**src/logic/seq_pkg.sv**
```systemverilog
// Purpose: Shared constants for the discrete system I/O sequencer
// Assumes: 20 MHz clock, APB register access with 32-bit data
// Notes: Register offsets are byte addresses
package seq_pkg;
   localparam int unsigned CLK_HZ = 20000000;
   localparam int unsigned QUAL_TIME_MS = 250;
   localparam int unsigned HB_HALF_MS = 1000;
   localparam int unsigned QUAL_CYCLES = CLK_HZ / 1000 * QUAL_TIME_MS;
   localparam int unsigned HB_HALF_CYCLES = CLK_HZ / 1000 * HB_HALF_MS;
   localparam int unsigned CNT_W = 25;

   localparam int unsigned RECIPE_W = 12;
   localparam int unsigned DIGITS = 3;
   localparam int unsigned DIGIT_W = 4;
   localparam logic [3:0] BCD_MAX = 4'h9;
   localparam int unsigned MAX_APPS = 16;

   localparam logic [7:0] CTRL_OFS = 8'h00;
   localparam logic [7:0] FCLASS_OFS = 8'h04;
   localparam logic [7:0] SERLOAD_OFS = 8'h08;
   localparam logic [7:0] RUNCMD_OFS = 8'h0c;
   localparam logic [7:0] STATUS_OFS = 8'h10;
   localparam logic [7:0] IRQSTAT_OFS = 8'h14;
   localparam logic [7:0] IRQMASK_OFS = 8'h18;
   localparam logic [7:0] QSEL_OFS = 8'h1c;
   localparam logic [7:0] QDATA_OFS = 8'h20;

   localparam int unsigned CTRL_SERIAL_BIT = 0;
   localparam int unsigned FC_SYS_BIT = 0;
   localparam int unsigned FC_APP_BIT = 1;
   localparam int unsigned FC_OTHER_BIT = 2;
   localparam logic [2:0] FCLASS_RST = 3'h7;
   localparam int unsigned SER_MASK_LSB = 16;
   localparam int unsigned ST_PERMIT_BIT = 0;
   localparam int unsigned ST_GLOBAL_BIT = 1;
   localparam int unsigned ST_HB_BIT = 2;
   localparam int unsigned ST_FAULT_BIT = 3;
   localparam int unsigned ST_ACTIVE_LSB = 16;
   localparam int unsigned QDATA_VALID_BIT = 16;

   localparam int unsigned IRQ_W = 4;
   localparam int unsigned IRQ_LOADED = 0;
   localparam int unsigned IRQ_PERMIT_LOST = 1;
   localparam int unsigned IRQ_FAULT = 2;
   localparam int unsigned IRQ_BCD_ERR = 3;
endpackage

```
**src/logic/queue_if.sv**
```systemverilog
// Purpose: Carrier between the sequencer and its pending recipe store
// Assumes: One write port with a per-applicator mask, one read port
// Notes: Read data arrive one clock after the address
`timescale 1ns/1ns
interface queue_if #(
   parameter int N = 4,
   parameter int AW = 2
);
   logic [N-1:0] we_mask;
   logic [seq_pkg::RECIPE_W-1:0] wdata;
   logic [AW-1:0] raddr;
   logic [seq_pkg::RECIPE_W-1:0] rdata;
   modport ctrl (output we_mask, output wdata, output raddr, input rdata);
   modport mem (input we_mask, input wdata, input raddr, output rdata);
endinterface

```
**src/logic/recipe_store.sv**
```systemverilog
// Purpose: Pending recipe number per applicator
// Assumes: Several applicators may be written in one cycle
// Notes: Registered read data
`timescale 1ns/1ns
module recipe_store #(
   parameter int N = 4
) (
   input wire logic clk,
   input wire logic rst_b,
   queue_if.mem q
);
   import seq_pkg::*;
   logic [RECIPE_W-1:0] mem_r [N];
   logic [RECIPE_W-1:0] mem_nxt [N];
   logic [RECIPE_W-1:0] rdata_r;
   logic [RECIPE_W-1:0] rdata_nxt;

   ////////////////////////////////////////////////////////////////////////
   genvar g;
   generate
      for (g = 0; g < N; g++) begin : g_ent
         always_comb begin
            mem_nxt[g] = q.we_mask[g] ? q.wdata : mem_r[g];
         end
         always_ff @(posedge clk or negedge rst_b) begin
            if (!rst_b) begin
               mem_r[g] <= '0;
            end else begin
               mem_r[g] <= mem_nxt[g];
            end
         end
      end
   endgenerate

   always_comb begin
      rdata_nxt = mem_r[q.raddr];
   end
   always_ff @(posedge clk or negedge rst_b) begin
      if (!rst_b) begin
         rdata_r <= '0;
      end else begin
         rdata_r <= rdata_nxt;
      end
   end
   assign q.rdata = rdata_r;
endmodule

```
**src/logic/input_qual.sv**
```systemverilog
// Purpose: Synchronise discrete inputs and qualify their minimum width
// Assumes: MIN_CYC of at least one
// Notes: A short glitch never produces a rise; level follows the sync output
`timescale 1ns/1ns
module input_qual #(
   parameter int W = 1,
   parameter int unsigned MIN_CYC = 1,
   parameter int CW = 1
) (
   input wire logic clk,
   input wire logic rst_b,
   input wire logic [W-1:0] din,
   output logic [W-1:0] level_o,
   output logic [W-1:0] rise_o
);
   localparam logic [CW-1:0] LAST = CW'(MIN_CYC - 1);
   logic [W-1:0] s1_r;
   logic [W-1:0] s2_r;

   always_ff @(posedge clk or negedge rst_b) begin
      if (!rst_b) begin
         s1_r <= '0;
         s2_r <= '0;
      end else begin
         s1_r <= din;
         s2_r <= s1_r;
      end
   end
   assign level_o = s2_r;

   ////////////////////////////////////////////////////////////////////////
   genvar g;
   generate
      for (g = 0; g < W; g++) begin : g_bit
         logic [CW-1:0] cnt_r;
         logic [CW-1:0] cnt_nxt;
         logic qual_r;
         logic qual_nxt;
         logic rise_r;
         logic rise_nxt;
         always_comb begin
            cnt_nxt = cnt_r;
            qual_nxt = qual_r;
            if (!s2_r[g]) begin
               cnt_nxt = '0;
               qual_nxt = 1'b0;
            end else if (!qual_r) begin
               if (cnt_r == LAST) begin
                  qual_nxt = 1'b1;
               end else begin
                  cnt_nxt = cnt_r + CW'(1);
               end
            end
            rise_nxt = qual_nxt & ~qual_r;
         end
         always_ff @(posedge clk or negedge rst_b) begin
            if (!rst_b) begin
               cnt_r <= '0;
               qual_r <= 1'b0;
               rise_r <= 1'b0;
            end else begin
               cnt_r <= cnt_nxt;
               qual_r <= qual_nxt;
               rise_r <= rise_nxt;
            end
         end
         assign rise_o[g] = rise_r;
      end
   endgenerate
endmodule

```
**src/logic/io_sequencer.sv**
```systemverilog
// Purpose: Discrete system I/O handler of a fluid flow controller
// Assumes: All pins synchronous-sampled at 20 MHz, APB register access
// Notes: Heartbeat half period and strobe qualify time are parameters
//
// Functional notes
// - Recipe is three BCD digits, four lines each
// - Mask inputs choose applicators taking the recipe
// - On strobe, sample inputs, write selected queues
// - Applicators run only while permit held high
// - Permit status output follows permit input
// - After permit returns, ordinary run restarts applicators
// - Permit never alters pending recipe queues
// - Global enable overrides every individual enable
// - Heartbeat is 0.5 Hz square, equal halves
// - Fault output high on system, applicator, other fault
// - Fault classes raising the output are configurable
// - Discrete selection used only without serial selection
// - Mask high includes applicator, low excludes it
// - Applicator delivers only while its enable active
//
// Implementation choices: the register offsets and the APB interface to the registers.
`timescale 1ns/1ns
module io_sequencer
   import seq_pkg::*;
#(
   parameter int N = 4,
   parameter int unsigned QUAL_CYC = seq_pkg::QUAL_CYCLES,
   parameter int unsigned HB_HALF_CYC = seq_pkg::HB_HALF_CYCLES
) (
   input wire logic CLK,
   input wire logic RST_B,
   input wire logic PSEL,
   input wire logic PENABLE,
   input wire logic PWRITE,
   input wire logic [7:0] PADDR,
   input wire logic [31:0] PWDATA,
   output logic [31:0] PRDATA,
   output logic PREADY,
   output logic PSLVERR,
   input wire logic [seq_pkg::RECIPE_W-1:0] RECIPE_SEL,
   input wire logic LOAD_STROBE,
   input wire logic [N-1:0] APP_MASK,
   input wire logic RUN_PERMIT,
   input wire logic GLOBAL_ENABLE,
   input wire logic [N-1:0] APP_ENABLE,
   input wire logic SYS_FAULT,
   input wire logic [N-1:0] APP_FAULT,
   input wire logic OTHER_FAULT,
   output logic RUN_PERMIT_OUT,
   output logic HEARTBEAT,
   output logic FAULT_OUT,
   output logic [N-1:0] APP_ACTIVE,
   output logic IRQ
);
   import seq_pkg::*;
   localparam int AW = (N > 1) ? $clog2(N) : 1;
   localparam int LW = RECIPE_W + 3 * N + 4;

   ////////////////////////////////////////////////////////////////////////
   // Input conditioning
   logic [LW-1:0] lvl;
   logic strobe_rise;
   logic [RECIPE_W-1:0] sel_s;
   logic [N-1:0] mask_s;
   logic [N-1:0] en_s;
   logic [N-1:0] appf_s;
   logic permit_s;
   logic global_s;
   logic sysf_s;
   logic othf_s;

   input_qual #(.W(LW), .MIN_CYC(1), .CW(1)) u_lvl (
      .clk(CLK),
      .rst_b(RST_B),
      .din({RECIPE_SEL, APP_MASK, APP_ENABLE, APP_FAULT, RUN_PERMIT, GLOBAL_ENABLE,
            SYS_FAULT, OTHER_FAULT}),
      .level_o(lvl),
      .rise_o()
   );
   // Strobe acts only after staying high for the full minimum width
   input_qual #(.W(1), .MIN_CYC(QUAL_CYC), .CW(CNT_W)) u_strobe (
      .clk(CLK),
      .rst_b(RST_B),
      .din(LOAD_STROBE),
      .level_o(),
      .rise_o(strobe_rise)
   );
   assign {sel_s, mask_s, en_s, appf_s, permit_s, global_s, sysf_s, othf_s} = lvl;

   ////////////////////////////////////////////////////////////////////////
   // Pending recipe store
   queue_if #(.N(N), .AW(AW)) qif ();
   recipe_store #(.N(N)) u_store (
      .clk(CLK),
      .rst_b(RST_B),
      .q(qif.mem)
   );

   ////////////////////////////////////////////////////////////////////////
   // State
   logic serial_r, serial_nxt;
   logic [2:0] fclass_r, fclass_nxt;
   logic [IRQ_W-1:0] istat_r, istat_nxt, imask_r, imask_nxt, ev;
   logic [AW-1:0] qsel_r, qsel_nxt;
   logic [N-1:0] pend_r, pend_nxt, run_r, run_nxt, act_r, act_nxt;
   logic [RECIPE_W-1:0] last_r, last_nxt;
   logic [CNT_W-1:0] hb_cnt_r, hb_cnt_nxt;
   logic hb_r, hb_nxt, fault_r, fault_nxt, permit_out_r, permit_out_nxt, irq_r, irq_nxt;
   logic [31:0] prdata_r, prdata_nxt;
   logic pready_r, pready_nxt, pslverr_r, pslverr_nxt;
   logic wr_hs, rd_hs, mapped;
   logic [N-1:0] we_mask, start;
   logic [RECIPE_W-1:0] wdata, ld_val;
   logic [N-1:0] ld_mask;
   logic ld_req, ld_ok;

   function automatic logic bcd_ok(input logic [RECIPE_W-1:0] v);
      logic ok;
      ok = 1'b1;
      for (int d = 0; d < DIGITS; d++) begin
         if (v[d*DIGIT_W +: DIGIT_W] > BCD_MAX) begin
            ok = 1'b0;
         end
      end
      return ok;
   endfunction

   ////////////////////////////////////////////////////////////////////////
   // Recipe loading
   always_comb begin
      wr_hs = PSEL & PENABLE & pready_r & PWRITE;
      rd_hs = PSEL & PENABLE & pready_r & ~PWRITE;
      start = '0;
      if (wr_hs && PADDR == RUNCMD_OFS) begin
         start = PWDATA[N-1:0];
      end
      // Discrete lines are ignored while the serial path owns selection
      if (serial_r) begin
         ld_req = wr_hs && PADDR == SERLOAD_OFS;
         ld_val = PWDATA[RECIPE_W-1:0];
         ld_mask = PWDATA[SER_MASK_LSB +: N];
      end else begin
         ld_req = strobe_rise;
         ld_val = sel_s;
         ld_mask = mask_s;
      end
      ld_ok = ld_req & bcd_ok(ld_val);
      we_mask = ld_ok ? ld_mask : '0;
      wdata = ld_val;
      pend_nxt = pend_r | we_mask;
      last_nxt = ld_ok ? ld_val : last_r;
   end
   assign qif.we_mask = we_mask;
   assign qif.wdata = wdata;
   assign qif.raddr = qsel_r;

   ////////////////////////////////////////////////////////////////////////
   // Run control, heartbeat, fault
   always_comb begin
      // Dropping permit halts; a fresh run command is needed afterwards
      run_nxt = permit_s ? (run_r | (start & pend_r)) : '0;
      act_nxt = run_r & en_s & {N{global_s}} & {N{permit_s}};
      permit_out_nxt = permit_s;
      hb_cnt_nxt = hb_cnt_r + CNT_W'(1);
      hb_nxt = hb_r;
      if (hb_cnt_r == CNT_W'(HB_HALF_CYC - 1)) begin
         hb_cnt_nxt = '0;
         hb_nxt = ~hb_r;
      end
      fault_nxt = (fclass_r[FC_SYS_BIT] & sysf_s) |
                  (fclass_r[FC_APP_BIT] & |appf_s) |
                  (fclass_r[FC_OTHER_BIT] & othf_s);
   end

   ////////////////////////////////////////////////////////////////////////
   // APB slave and interrupts
   always_comb begin
      serial_nxt = serial_r;
      fclass_nxt = fclass_r;
      imask_nxt = imask_r;
      qsel_nxt = qsel_r;
      mapped = 1'b1;
      prdata_nxt = '0;
      case (PADDR)
         CTRL_OFS: prdata_nxt[CTRL_SERIAL_BIT] = serial_r;
         FCLASS_OFS: prdata_nxt[2:0] = fclass_r;
         SERLOAD_OFS: prdata_nxt[RECIPE_W-1:0] = last_r;
         RUNCMD_OFS: prdata_nxt[N-1:0] = run_r;
         STATUS_OFS: begin
            prdata_nxt[ST_PERMIT_BIT] = permit_out_r;
            prdata_nxt[ST_GLOBAL_BIT] = global_s;
            prdata_nxt[ST_HB_BIT] = hb_r;
            prdata_nxt[ST_FAULT_BIT] = fault_r;
            prdata_nxt[ST_ACTIVE_LSB +: N] = act_r;
         end
         IRQSTAT_OFS: prdata_nxt[IRQ_W-1:0] = istat_r;
         IRQMASK_OFS: prdata_nxt[IRQ_W-1:0] = imask_r;
         QSEL_OFS: prdata_nxt[AW-1:0] = qsel_r;
         QDATA_OFS: begin
            prdata_nxt[RECIPE_W-1:0] = qif.rdata;
            prdata_nxt[QDATA_VALID_BIT] = pend_r[qsel_r];
         end
         default: mapped = 1'b0;
      endcase
      if (!mapped) begin
         prdata_nxt = '0;
      end
      pready_nxt = PSEL & PENABLE & ~pready_r;
      pslverr_nxt = pready_nxt & ~mapped;
      if (!pready_nxt) begin
         prdata_nxt = prdata_r;
      end
      if (wr_hs) begin
         case (PADDR)
            CTRL_OFS: serial_nxt = PWDATA[CTRL_SERIAL_BIT];
            FCLASS_OFS: fclass_nxt = PWDATA[2:0];
            IRQMASK_OFS: imask_nxt = PWDATA[IRQ_W-1:0];
            QSEL_OFS: qsel_nxt = PWDATA[AW-1:0];
            default: ;
         endcase
      end
      ev = '0;
      ev[IRQ_LOADED] = ld_ok;
      ev[IRQ_BCD_ERR] = ld_req & ~ld_ok;
      ev[IRQ_PERMIT_LOST] = permit_out_r & ~permit_s;
      ev[IRQ_FAULT] = fault_nxt & ~fault_r;
      // New events win over the read that clears them
      istat_nxt = ((rd_hs && PADDR == IRQSTAT_OFS) ? '0 : istat_r) | ev;
      irq_nxt = |(istat_nxt & imask_nxt);
   end

   ////////////////////////////////////////////////////////////////////////
   always_ff @(posedge CLK or negedge RST_B) begin
      if (!RST_B) begin
         serial_r <= 1'b0;
         fclass_r <= FCLASS_RST;
         istat_r <= '0;
         imask_r <= '0;
         qsel_r <= '0;
         pend_r <= '0;
         run_r <= '0;
         act_r <= '0;
         last_r <= '0;
         hb_cnt_r <= '0;
         hb_r <= 1'b0;
         fault_r <= 1'b0;
         permit_out_r <= 1'b0;
         irq_r <= 1'b0;
         prdata_r <= '0;
         pready_r <= 1'b0;
         pslverr_r <= 1'b0;
      end else begin
         serial_r <= serial_nxt;
         fclass_r <= fclass_nxt;
         istat_r <= istat_nxt;
         imask_r <= imask_nxt;
         qsel_r <= qsel_nxt;
         pend_r <= pend_nxt;
         run_r <= run_nxt;
         act_r <= act_nxt;
         last_r <= last_nxt;
         hb_cnt_r <= hb_cnt_nxt;
         hb_r <= hb_nxt;
         fault_r <= fault_nxt;
         permit_out_r <= permit_out_nxt;
         irq_r <= irq_nxt;
         prdata_r <= prdata_nxt;
         pready_r <= pready_nxt;
         pslverr_r <= pslverr_nxt;
      end
   end

   assign PRDATA = prdata_r;
   assign PREADY = pready_r;
   assign PSLVERR = pslverr_r;
   assign RUN_PERMIT_OUT = permit_out_r;
   assign HEARTBEAT = hb_r;
   assign FAULT_OUT = fault_r;
   assign APP_ACTIVE = act_r;
   assign IRQ = irq_r;
endmodule

```
**config.mk**
```make
export PLATFORM = sky130hd
export DESIGN_NAME = io_sequencer
export DESIGN_NICKNAME = d
export VERILOG_FILES = /design/src/logic/seq_pkg.sv /design/src/logic/queue_if.sv /design/src/logic/recipe_store.sv /design/src/logic/input_qual.sv /design/src/logic/io_sequencer.sv
export SDC_FILE = /design/constraint.sdc
export NUM_CORES = 1
export LEC_CHECK = 0
export BUFFER_PORTS_ARGS = -buffer_cell sky130_fd_sc_hd__buf_2
export CELL_PAD_IN_SITES_DETAIL_PLACEMENT = 1
export CELL_PAD_IN_SITES_GLOBAL_PLACEMENT = 1
export CORE_UTILIZATION = 50
export DETAILED_ROUTE_END_ITERATION = 8
export PLACE_DENSITY = 0.8
export SETUP_SLACK_MARGIN = 0.02
export SYNTH_ARGS = -nofsm -noshare
export SYNTH_HDL_FRONTEND = slang
export SYNTH_HIERARCHICAL = 1
export SYNTH_SLANG_ARGS = --single-unit
```
**constraint.sdc**
```tcl
create_clock -name CLK -period 6.6 [get_ports CLK]
set_clock_uncertainty 0.05 [all_clocks]
set_input_delay 0.99 -clock CLK [delete_from_list [all_inputs] [get_ports CLK]]
set_output_delay 0.99 -clock CLK [all_outputs]
set_load 0.02 [all_outputs]
```
==> impl_results.md, run 1 <==
* Antenna violations before repair at 0
* F_max at about 260 MHz
* DR WL/cell at between 20 and 25 um
* # diodes at 0
* CP Cell Sequence: mux2i_1 -> a211oi_1 -> nor4_4 -> buf_4 -> and2b_1 -> mux2_2
* Final WL at 23,600 um
* Reg2reg start: serial_r
* Sequential power share at 0.486
* Num CTS Buffers at 25
* Setup TNS at 0 ps
* GPL Wtd Cong at around 0.86
* Number of buffers added on ports at a little over 80
* Worst reg-to-reg path cell count at 6
* Antenna viol nets, final at 0
* Storage cell area at roughly 5800 um^2
* Max IR drop VDD at around 0.00015 V
* Crit. End Element: register
* Tmin final at about 3800 ps
* Crit Path Max Fanout at 24
* Cts hold-fix bufs at 0
* Io pins at between 100 and 150
* Switching power at around 650 uW
* Layout cells sized above 1 at 0.282
* Worst endpoint data arrival time at 4160 ps
* Largest net degree at the start of global routing at between 80 and 90
* Slew Limit Fails at 0
* Period Utilization, post-route at 0.580
* CP required at slightly below 7000 ps
* Vert. Die Dim at 142 um
* CTS tree: done
* Slowest-stage cell, CP: dfrtp_1
* Max-cap viol count at 0
* CP bufs+invs at 1
* Post-DP HPWL at roughly 15,000 um
* Crit start category: register
* Core Util, Final at 0.570
* H-tree levels at 1
* Clock power share at 0.476
* Gr usage total at 0.246
* Status: completed
* Core Region at between 15,000 and 20,000 um^2
* Cells after Synth at just under 800
* CP peak stage delay at 1050 ps
* Leak pwr at roughly 5.2 nW
* Initial core utilization at 0.509
* DR vias/cell at 5.68
* Synth warnings at 6
* Final std cells w/o fill at 1,109
* Placed Cells at about 1,100
* Vias after detailed routing at between 6,000 and 7,000
* Mapped Area at between 9000 and 10,000 um^2
* Filler cells at between 1,500 and 2,000
* Max-slew headroom at 0.284
* Worst R2R End: u_store/mem_r[34]
* Sw frac at 0.218
* Post-route DRC violation count at 0
* Final #Nets at approximately 900
* Worst Tran Pin Value at about 1100 ps
* Hold path cells at 0
* Die width at roughly 140 um
* First-pass GRT wire length at approximately 38,000 um
* Clk Tree Root Cell: clkbuf_16
* Post-CTS Setup Inserts at 0
* Comb power frac at 0.038
* Final Hold Fails at 0
* Unrepaired setup endpoints after global routing: no
* PwrDens at approximately 270 nW/um^2
* Post-CTS sizing at 0
* CTS Buffer Depth at 3
* Crit path kind: reg -> reg
* Hold EP: u_lvl/level_o[14]
* Hold Path Class: reg -> reg
* Overflow after GRT at 0
* Die area at slightly above 20,000 um^2
* P_int at between 2 and 2.5 mW
* R2r setup slk at between 2000 and 3000 ps
* Mean Syn Cell Area at around 13 um^2
* Hold Path Origin: u_lvl/s1_r[14]
* Area delta synth->final at 12.2%
* Vias in the first global route at roughly 7,000
* Multi-input gate area at 3640 um^2
* Final setup fails at 0
* Crit path max-delay family: flip-flops
* Detailed Route Iter0 Violations at between 200 and 250
* # clock sinks at 230
* Clock transition at path regs at about 60 ps
* Drt first pass iters at 4
* Clock insertion delay at the later pin of the skew report at 520 ps
* Row count at between 50 and 60
## layout make-up
type,count,area share
inverter,9,0.00305
multi-input combinational,473,0.329
clock inverter,9,0.00893
timing repair buffer,86,0.0405
clock buffer,37,0.0678
tap,265,0.0300
sequential,230,0.520
## sequential cells by signal, summed over array words and instances (netlist names), 2 cells and up
register              flops
u_lvl/level_o            28
u_store/mem_r            48
u_strobe/g_bit.cnt_r     25
run_r                     4
u_store/q.rdata          12
last_r                   12
istat_r                   4
PRDATA                   16
hb_cnt_r                 25
qif.raddr                 2
pend_r                    4
imask_r                   4
fclass_r                  3
APP_ACTIVE                4
u_lvl/s1_r               28
## cells in the final DEF (no fill, tap or decap), drive strengths merged, types with 13 or more instances in the layout
cell    count
nand2b     15
xnor2      15
nand4      16
buf        86
nor2       45
clkbuf     37
mux2       78
and3       14
mux4       14
nand2      63
xor2       13
mux2i      14
dfrtp     227
nand3      19
conb       16
o21ai      20
## worst max path at each step
| stage | start | slack, ps | depth (start not counted) | end |
|---|---|---|---|---|
| final | serial_r | 2770 | 6 | u_store/mem_r[34] |
| after global routing | serial_r | 2630 | 6 | u_store/mem_r[34] |
| after CTS | serial_r | 2810 | 6 | u_store/mem_r[34] |
| after detailed placement | PADDR[3] | 2830 | 7 | u_store/mem_r[47] |
| after global placement | PADDR[3] | 2920 | 7 | u_store/mem_r[13] |
| after floorplan | PADDR[4] | 3610 | 8 | u_store/mem_r[10] |
## power groups by stage
stage	clock network, mW	registers [mW]	logic, mW
6_report	1.42	1.45	0.112
5_1_grt	1.51	1.45	0.124
3_5_place_dp	0	1.47	0.112
4_1_cts	1.45	1.45	0.114
3_3_place_gp	0	1.47	0.107
2_1_floorplan	0	1.47	0.0621
## per-layer routing
metal	vias up	wire, um	GRT usage
li1	2810	-	-
met1	3298	10000	0.321
met2	150	12100	0.421
met3	38	971	0.0390
met4	0	561	0.0770
met5	-	0	0
## metrics by stage
stage               hold slack (ps)  power (mW)  worst slack (ps)  cell area (um^2)
floorplan                       281        1.53              3610              9920
global route                    301        3.08              2630             11100
global placement                283        1.58              2920             10200
CTS                             297        3.01              2810             11100
detailed placement              286        1.58              2830             10200
finish                          294        2.98              2770             11100
(Power assumes the default switching activity.)
==> inputs of run 2 (changes only) <==
- CORE_UTILIZATION: 50 -> 45
- PLACE_DENSITY: 0.8 -> 0.76
- clock period: 6.6 -> 3.5 ns (I/O delays scaled with it)
==> run 2 against run 1 <==
Compared with the run above:
- the run now ends with negative hold slack left
- sequential share of layout area shrank 1.0 points
- global-route usage shrank 3.1 points
- worst hold slack lost 300 ps
- register-to-register slack lost 1900 ps
- utilization shrank 4.0 points
- die area grew 11%
- count of clock-buffer cells in the layout shrank 2
- routed wire length shrank 0.17%
- sequential power grew 88%
- total power grew 97%
- critical path depth grew 1
- worst setup slack lost 1900 ps
- critical endpoint is now u_store/mem_r[45]
- largest cell class unchanged
- highest routed layer unchanged
==> impl_results.md, run 2 (same netlist as run 1, synthesis figures left out) <==
* PwrDens at 519 nW/um^2
* Slew Limit Fails at 0
* Top reg by flops: u_store/mem_r
* Clk Tree Root Cell: clkbuf_16
* Crit start category: register
* Die area at 22,500 um^2
* Antenna violations before repair at 0
* Largest net degree at the start of global routing at slightly below 100
* R2r setup slk at about 870 ps
* GPL Wtd Cong at roughly 0.83
* Filler cells at 2,165
* Final #Nets at between 900 and 1,000
* Die width at 150 um
* Worst reg-to-reg path cell count at 7
* Io pins at 116
* Final WL at around 24,000 um
* Area delta synth->final at 14.4%
* Period Utilization, post-route at 0.752
* Post-DP HPWL at 15,500 um
* Drt first pass iters at 4
* Row count at between 50 and 60
* # diodes at 0
* Failing checks: negative hold slack
* Reg2reg start: serial_r
* Unrepaired setup endpoints after global routing: no
* Storage cell area at about 5800 um^2
* Num CTS Buffers at 26
* Detailed Route Iter0 Violations at around 430
* M3 GR Usage at 0.0256
* Number of buffers added on ports at 83
* Core Region at between 20,000 and 25,000 um^2
* Max-slew headroom at 0.342
* Worst hold slack at -5.70 ps
* Clock insertion delay at the later pin of the skew report at 530 ps
* Hold Path Class: in -> async
* Tmin final at roughly 2600 ps
* DR vias/cell at around 5.6
* Worst R2R End: u_store/mem_r[45]
* Antenna viol nets, final at 0
* Gr busiest metal: met2
* Crit. End Element: register
* Final setup fails at 0
* GRT met1 Usage at 0.273
* Vias after detailed routing at 6,347
* Worst Tran Pin Value at 984 ps
* H-tree levels at 1
* Cts hold-fix bufs at 0
* Clock transition at path regs at roughly 60 ps
* # clock sinks at 230
* Crit path kind: reg -> reg
* CTS tree: done
* Vias in the first global route at 7,000
* Vert. Die Dim at between 150 and 200 um
* Max FFs per register at 48
* First-pass GRT wire length at roughly 37,000 um
* Overall power at approximately 6 mW
* Setup TNS at 0 ps
* CTS Buffer Depth at 3
* Crit Path Max Fanout at 23
* Status: complete, but fails checks
* Post-route DRC violation count at 0
* F_max at ~380 MHz
* Post-CTS sizing at 0
* DR WL/cell at 20.8 um
* Most common cell after layout, fill and taps aside: dfrtp_1
* CP required at 3840 ps
* Post-CTS Setup Inserts at 0
* Layout cells sized above 1 at 0.292
* Leak pwr at roughly 5.3 nW
* Initial core utilization at 0.463
* M2 GR Usage at 0.388
* Gr usage total at 0.215
* Worst endpoint data arrival time at 2980 ps
* Max IR drop VDD at about 0.00026 V
* Commonest cells after routing, fill and taps aside: dfrtp_1, buf_2, mux2_2
* Max-cap viol count at 0
* Final Hold Fails at 6
* Multi-input gate area at between 3000 and 4000 um^2
* Overflow after GRT at 0
[run 2: cell types whose count changed in the layout (fill, tap and decap cells not counted), moves of 2 or more]
cell | before | now
buf_12 | 0 | 3
buf_4 | 3 | 12
bufinv_16 | 2 | 5
clkbuf_8 | 8 | 4
clkinv_2 | 6 | 3
clkinvlp_4 | 0 | 2
[run 2: area by class of cell]
type,count,area share
Inverter,9,0.00299
Clock inverter,12,0.0184
Sequential cell,230,0.510
Multi-Input combinational cell,473,0.323
Timing Repair Buffer,98,0.0510
Clock buffer,35,0.0642
Tap cell,275,0.0305
[run 2: how the worst max path moves through the flow]
stage	from	to	depth (start not counted)
5_1_grt	serial_r	u_store/mem_r[47]	8
3_5_place_dp	PADDR[3]	u_store/mem_r[8]	7
4_1_cts	serial_r	u_store/mem_r[6]	7
2_1_floorplan	PADDR[4]	u_store/mem_r[10]	8
3_3_place_gp	PADDR[3]	u_store/mem_r[37]	7
6_report	serial_r	u_store/mem_r[45]	7
[run 2: metal layers]
metal  wire length (um)  vias up
li1                   -     2841
met1               9700     3338
met2              12500      144
met3               1080       24
met4                282        0
met5                  0        -
[run 2: metrics by stage]
step | hold WS [ps] | instance area, um^2 | setup WS (ps) | utilization | instances
2_1_floorplan | 179 | 9920 | 978 | - | 784
3_3_place_gp | 285 | 10400 | 762 | 0.487 | 1085
3_5_place_dp | 286 | 10400 | 633 | 0.487 | 1085
4_1_cts | 16.0 | 11300 | 878 | 0.530 | 1132
5_1_grt | 25.0 | 11300 | 731 | 0.530 | 1132
6_report | -5.70 | 11300 | 868 | 0.530 | 1132
[run 2: worst max-delay path, cell delays in order (launching register included)]
cell and delay (ps):
dfrtp_1 380, buf_4 350, nand2b_1 250, o22ai_1 180, nor4_4 440, and2b_1 200
buf_4 270, mux2_2 370
[run 2: power by group]
| part | switching (mW) | leakage, nW | total (mW) | internal, mW |
|---|---|---|---|---|
| Combinational | 0.160 | 1.81 | 0.225 | 0.0654 |
| Clock | 1.09 | 0.451 | 2.91 | 1.83 |
| Sequential | 0.0217 | 3.04 | 2.73 | 2.70 |
| Total | 1.27 | 5.30 | 5.86 | 4.60 |
==> inputs of run 3 (changes only) <==
- ABC_AREA: unset -> 1
- CORE_UTILIZATION: 45 -> 42
- PLACE_DENSITY: 0.76 -> 0.77
- clock period: 3.5 -> 2.1 ns (I/O delays scaled with it)
==> run 3 against run 2 <==
Compared with the run above:
- global-route usage is 2.5 points higher
- critical path type unchanged
- worst setup slack worse by 780 ps
- via count is 42% higher
- the run now ends clean
==> impl_results.md, run 3 <==
* M2 GR Usage at 0.416
* Die width at between 150 and 200 um
* Core Region at ~25,000 um^2
* Period Utilization, post-route at 0.959
* Crit. End Element: register
* # clock sinks at 230
* Max IR drop VDD at between 0.0005 and 0.0006 V
* R2r setup slk at a little under 90 ps
* Final Hold Fails at 0
* Area delta synth->final at 18.6%
* CTS tree: done
* Reg2reg start: serial_r
* Hold path cells at 3
* Setup ws final at between 80 and 90 ps
* Num CTS Buffers at 26
* Cells after Synth at roughly 1,300
* Leak pwr at ~6.4 nW
* Dpl cell area at about 12,000 um^2
* Number of buffers added on ports at just over 80
* Crit start category: register
* Slowest-stage cell, CP: dfrtp_2
* Final #Nets at ~1,500
* Max FFs per register at 48
* Clock transition at path regs at roughly 60 ps
* First-pass GRT wire length at 50,500 um
* CP Cell Sequence: buf_2 -> nand2_1 -> nand2_1 -> nand2_1 -> nand2_1 -> nand2_1 -> nor2_2 -> nand2_4 -> nor2_1 -> buf_6 -> nand2_1 -> o21ai_0
* GRT met1 Usage at 0.312
* Synth warnings at 6
* CP peak stage delay at between 400 and 500 ps
* Max-slew headroom at 0.632
* Antenna viol nets, final at 0
* Detailed Route Iter0 Violations at between 500 and 600
* Mean Syn Cell Area at 8.23 um^2
* Commonest cells after routing, fill and taps aside: nand2_1, dfrtp_1, inv_1
* Initial core utilization at 0.430
* Slew Limit Fails at 0
* Row count at between 50 and 60
* Post-DP HPWL at 21,000 um
* PwrDens at 769 nW/um^2
* Io pins at about 120
* Worst Tran Pin Value at between 500 and 600 ps
* Worst R2R End: u_store/mem_r[1]
* Hold Path Class: in -> reg
* Drt first pass iters at 5
* Status: completed
* CP required at between 2000 and 2500 ps
* Place WS at 31.5 ps
* DR vias/cell at roughly 5
* Clk Tree Root Cell: clkbuf_16
* CP most frequent cell: nand2_1
* Hold Path Origin: PWDATA[3]
* H-tree levels at 1
* Vert. Die Dim at about 160 um
* Gr busiest metal: met2
* F_max at roughly 500 MHz
* # diodes at 0
* Layout cells sized above 1 at 0.167
* Crit path depth at 12
* Most common cell after layout, fill and taps aside: nand2_1
* Hold EP: run_r[3]
* Worst reg-to-reg path cell count at 12
* Filler cells at between 3,000 and 4,000
* Antenna violations before repair at 0
* GPL Wtd Cong at 0.891
* Crit path kind: reg -> reg
* Post-route DRC violation count at 0
* Gr usage total at 0.240
* Crit Path Max Fanout at 15
* Overflow after GRT at 0
* Largest net degree at the start of global routing at 65
* Vias in the first global route at 9,600
* Top reg by flops: u_store/mem_r
* Final WL at 30,600 um
* M3 GR Usage at 0.0288
* Max-cap viol count at 0
* Tmin final at 2010 ps
* Worst hold slack at roughly 29 ps
* Storage cell area at around 5800 um^2
* Crit path max-delay family: simple AND/OR/NAND/NOR gates
* Clock insertion delay at the later pin of the skew report at approximately 530 ps
* Setup TNS at 0 ps
* Multi-input gate area at just under 4000 um^2
* Final setup fails at 0
* Final std cells w/o fill at 1,800
* CP bufs+invs at 2
* Mapped Area at 10,900 um^2
* Die area at between 20,000 and 30,000 um^2
* Placed Cells at ~1,700
* DR WL/cell at about 17 um
* Final Instance Area at roughly 13,000 um^2
* CTS Buffer Depth at 3
* Unrepaired setup endpoints after global routing: yes
* Vias after detailed routing at ~9,000
* Worst endpoint data arrival time at around 2400 ps
[run 3: final cells by class]
cell class | count | area share
clock buffer | 38 | 0.0609
multi-input combinational | 859 | 0.308
timing repair buffer | 162 | 0.0893
sequential | 230 | 0.447
tap | 330 | 0.0320
inverter | 172 | 0.0510
clock inverter | 9 | 0.0127
[run 3: stage by stage]
stage	total power, mW	utilization
finish	9.92	0.509
floorplan	4.81	-
global placement	5.01	0.458
global route	10.2	0.509
CTS	10.0	0.507
detailed placement	5.02	0.458
[run 3: routing by layer]
metal  vias up  share of wire
met5         -              0
met4         0          0.033
met3        68          0.031
met2       175           0.50
met1      4467           0.44
li1       4319              -
[run 3: worst max path at each step]
stage / start / to / slack [ps]
final: serial_r / u_store/mem_r[1] / 90
after global routing: serial_r / u_store/mem_r[4] / -60
after CTS: u_strobe/g_bit[0].cnt_r[1] / u_strobe/g_bit[0].cnt_r[10] / 40
after detailed placement: serial_r / last_r[8] / 30
after global placement: u_strobe/g_bit[0].cnt_r[1] / u_strobe/g_bit[0].cnt_r[18] / 80
after floorplan: serial_r / u_store/mem_r[36] / 210
[run 3: repair_timing]
item	CTS	global route
pin swaps	0	1
hold endpoints to repair	257	0
gates resized for setup	1	10
setup endpoints to repair	41	71
buffers inserted	0	4
hold buffers	30	0
[run 3: power by group]
part / internal, mW / total, mW / switching (mW)
logic: 0.150 / 0.448 / 0.298
registers: 4.50 / 4.54 / 0.0350
clock network: 3.09 / 4.93 / 1.85
total: 7.74 / 9.92 / 2.18
[run 3: worst register-to-register path: stages, from the launching register on]
cell and delay, ps:
dfrtp_2 450, buf_2 200, nand2_1 80, nand2_1 100, nand2_1 60, nand2_1 80
nand2_1 70, nor2_2 130, nand2_4 100, nor2_1 210, buf_6 200, nand2_1 90
o21ai_0 100
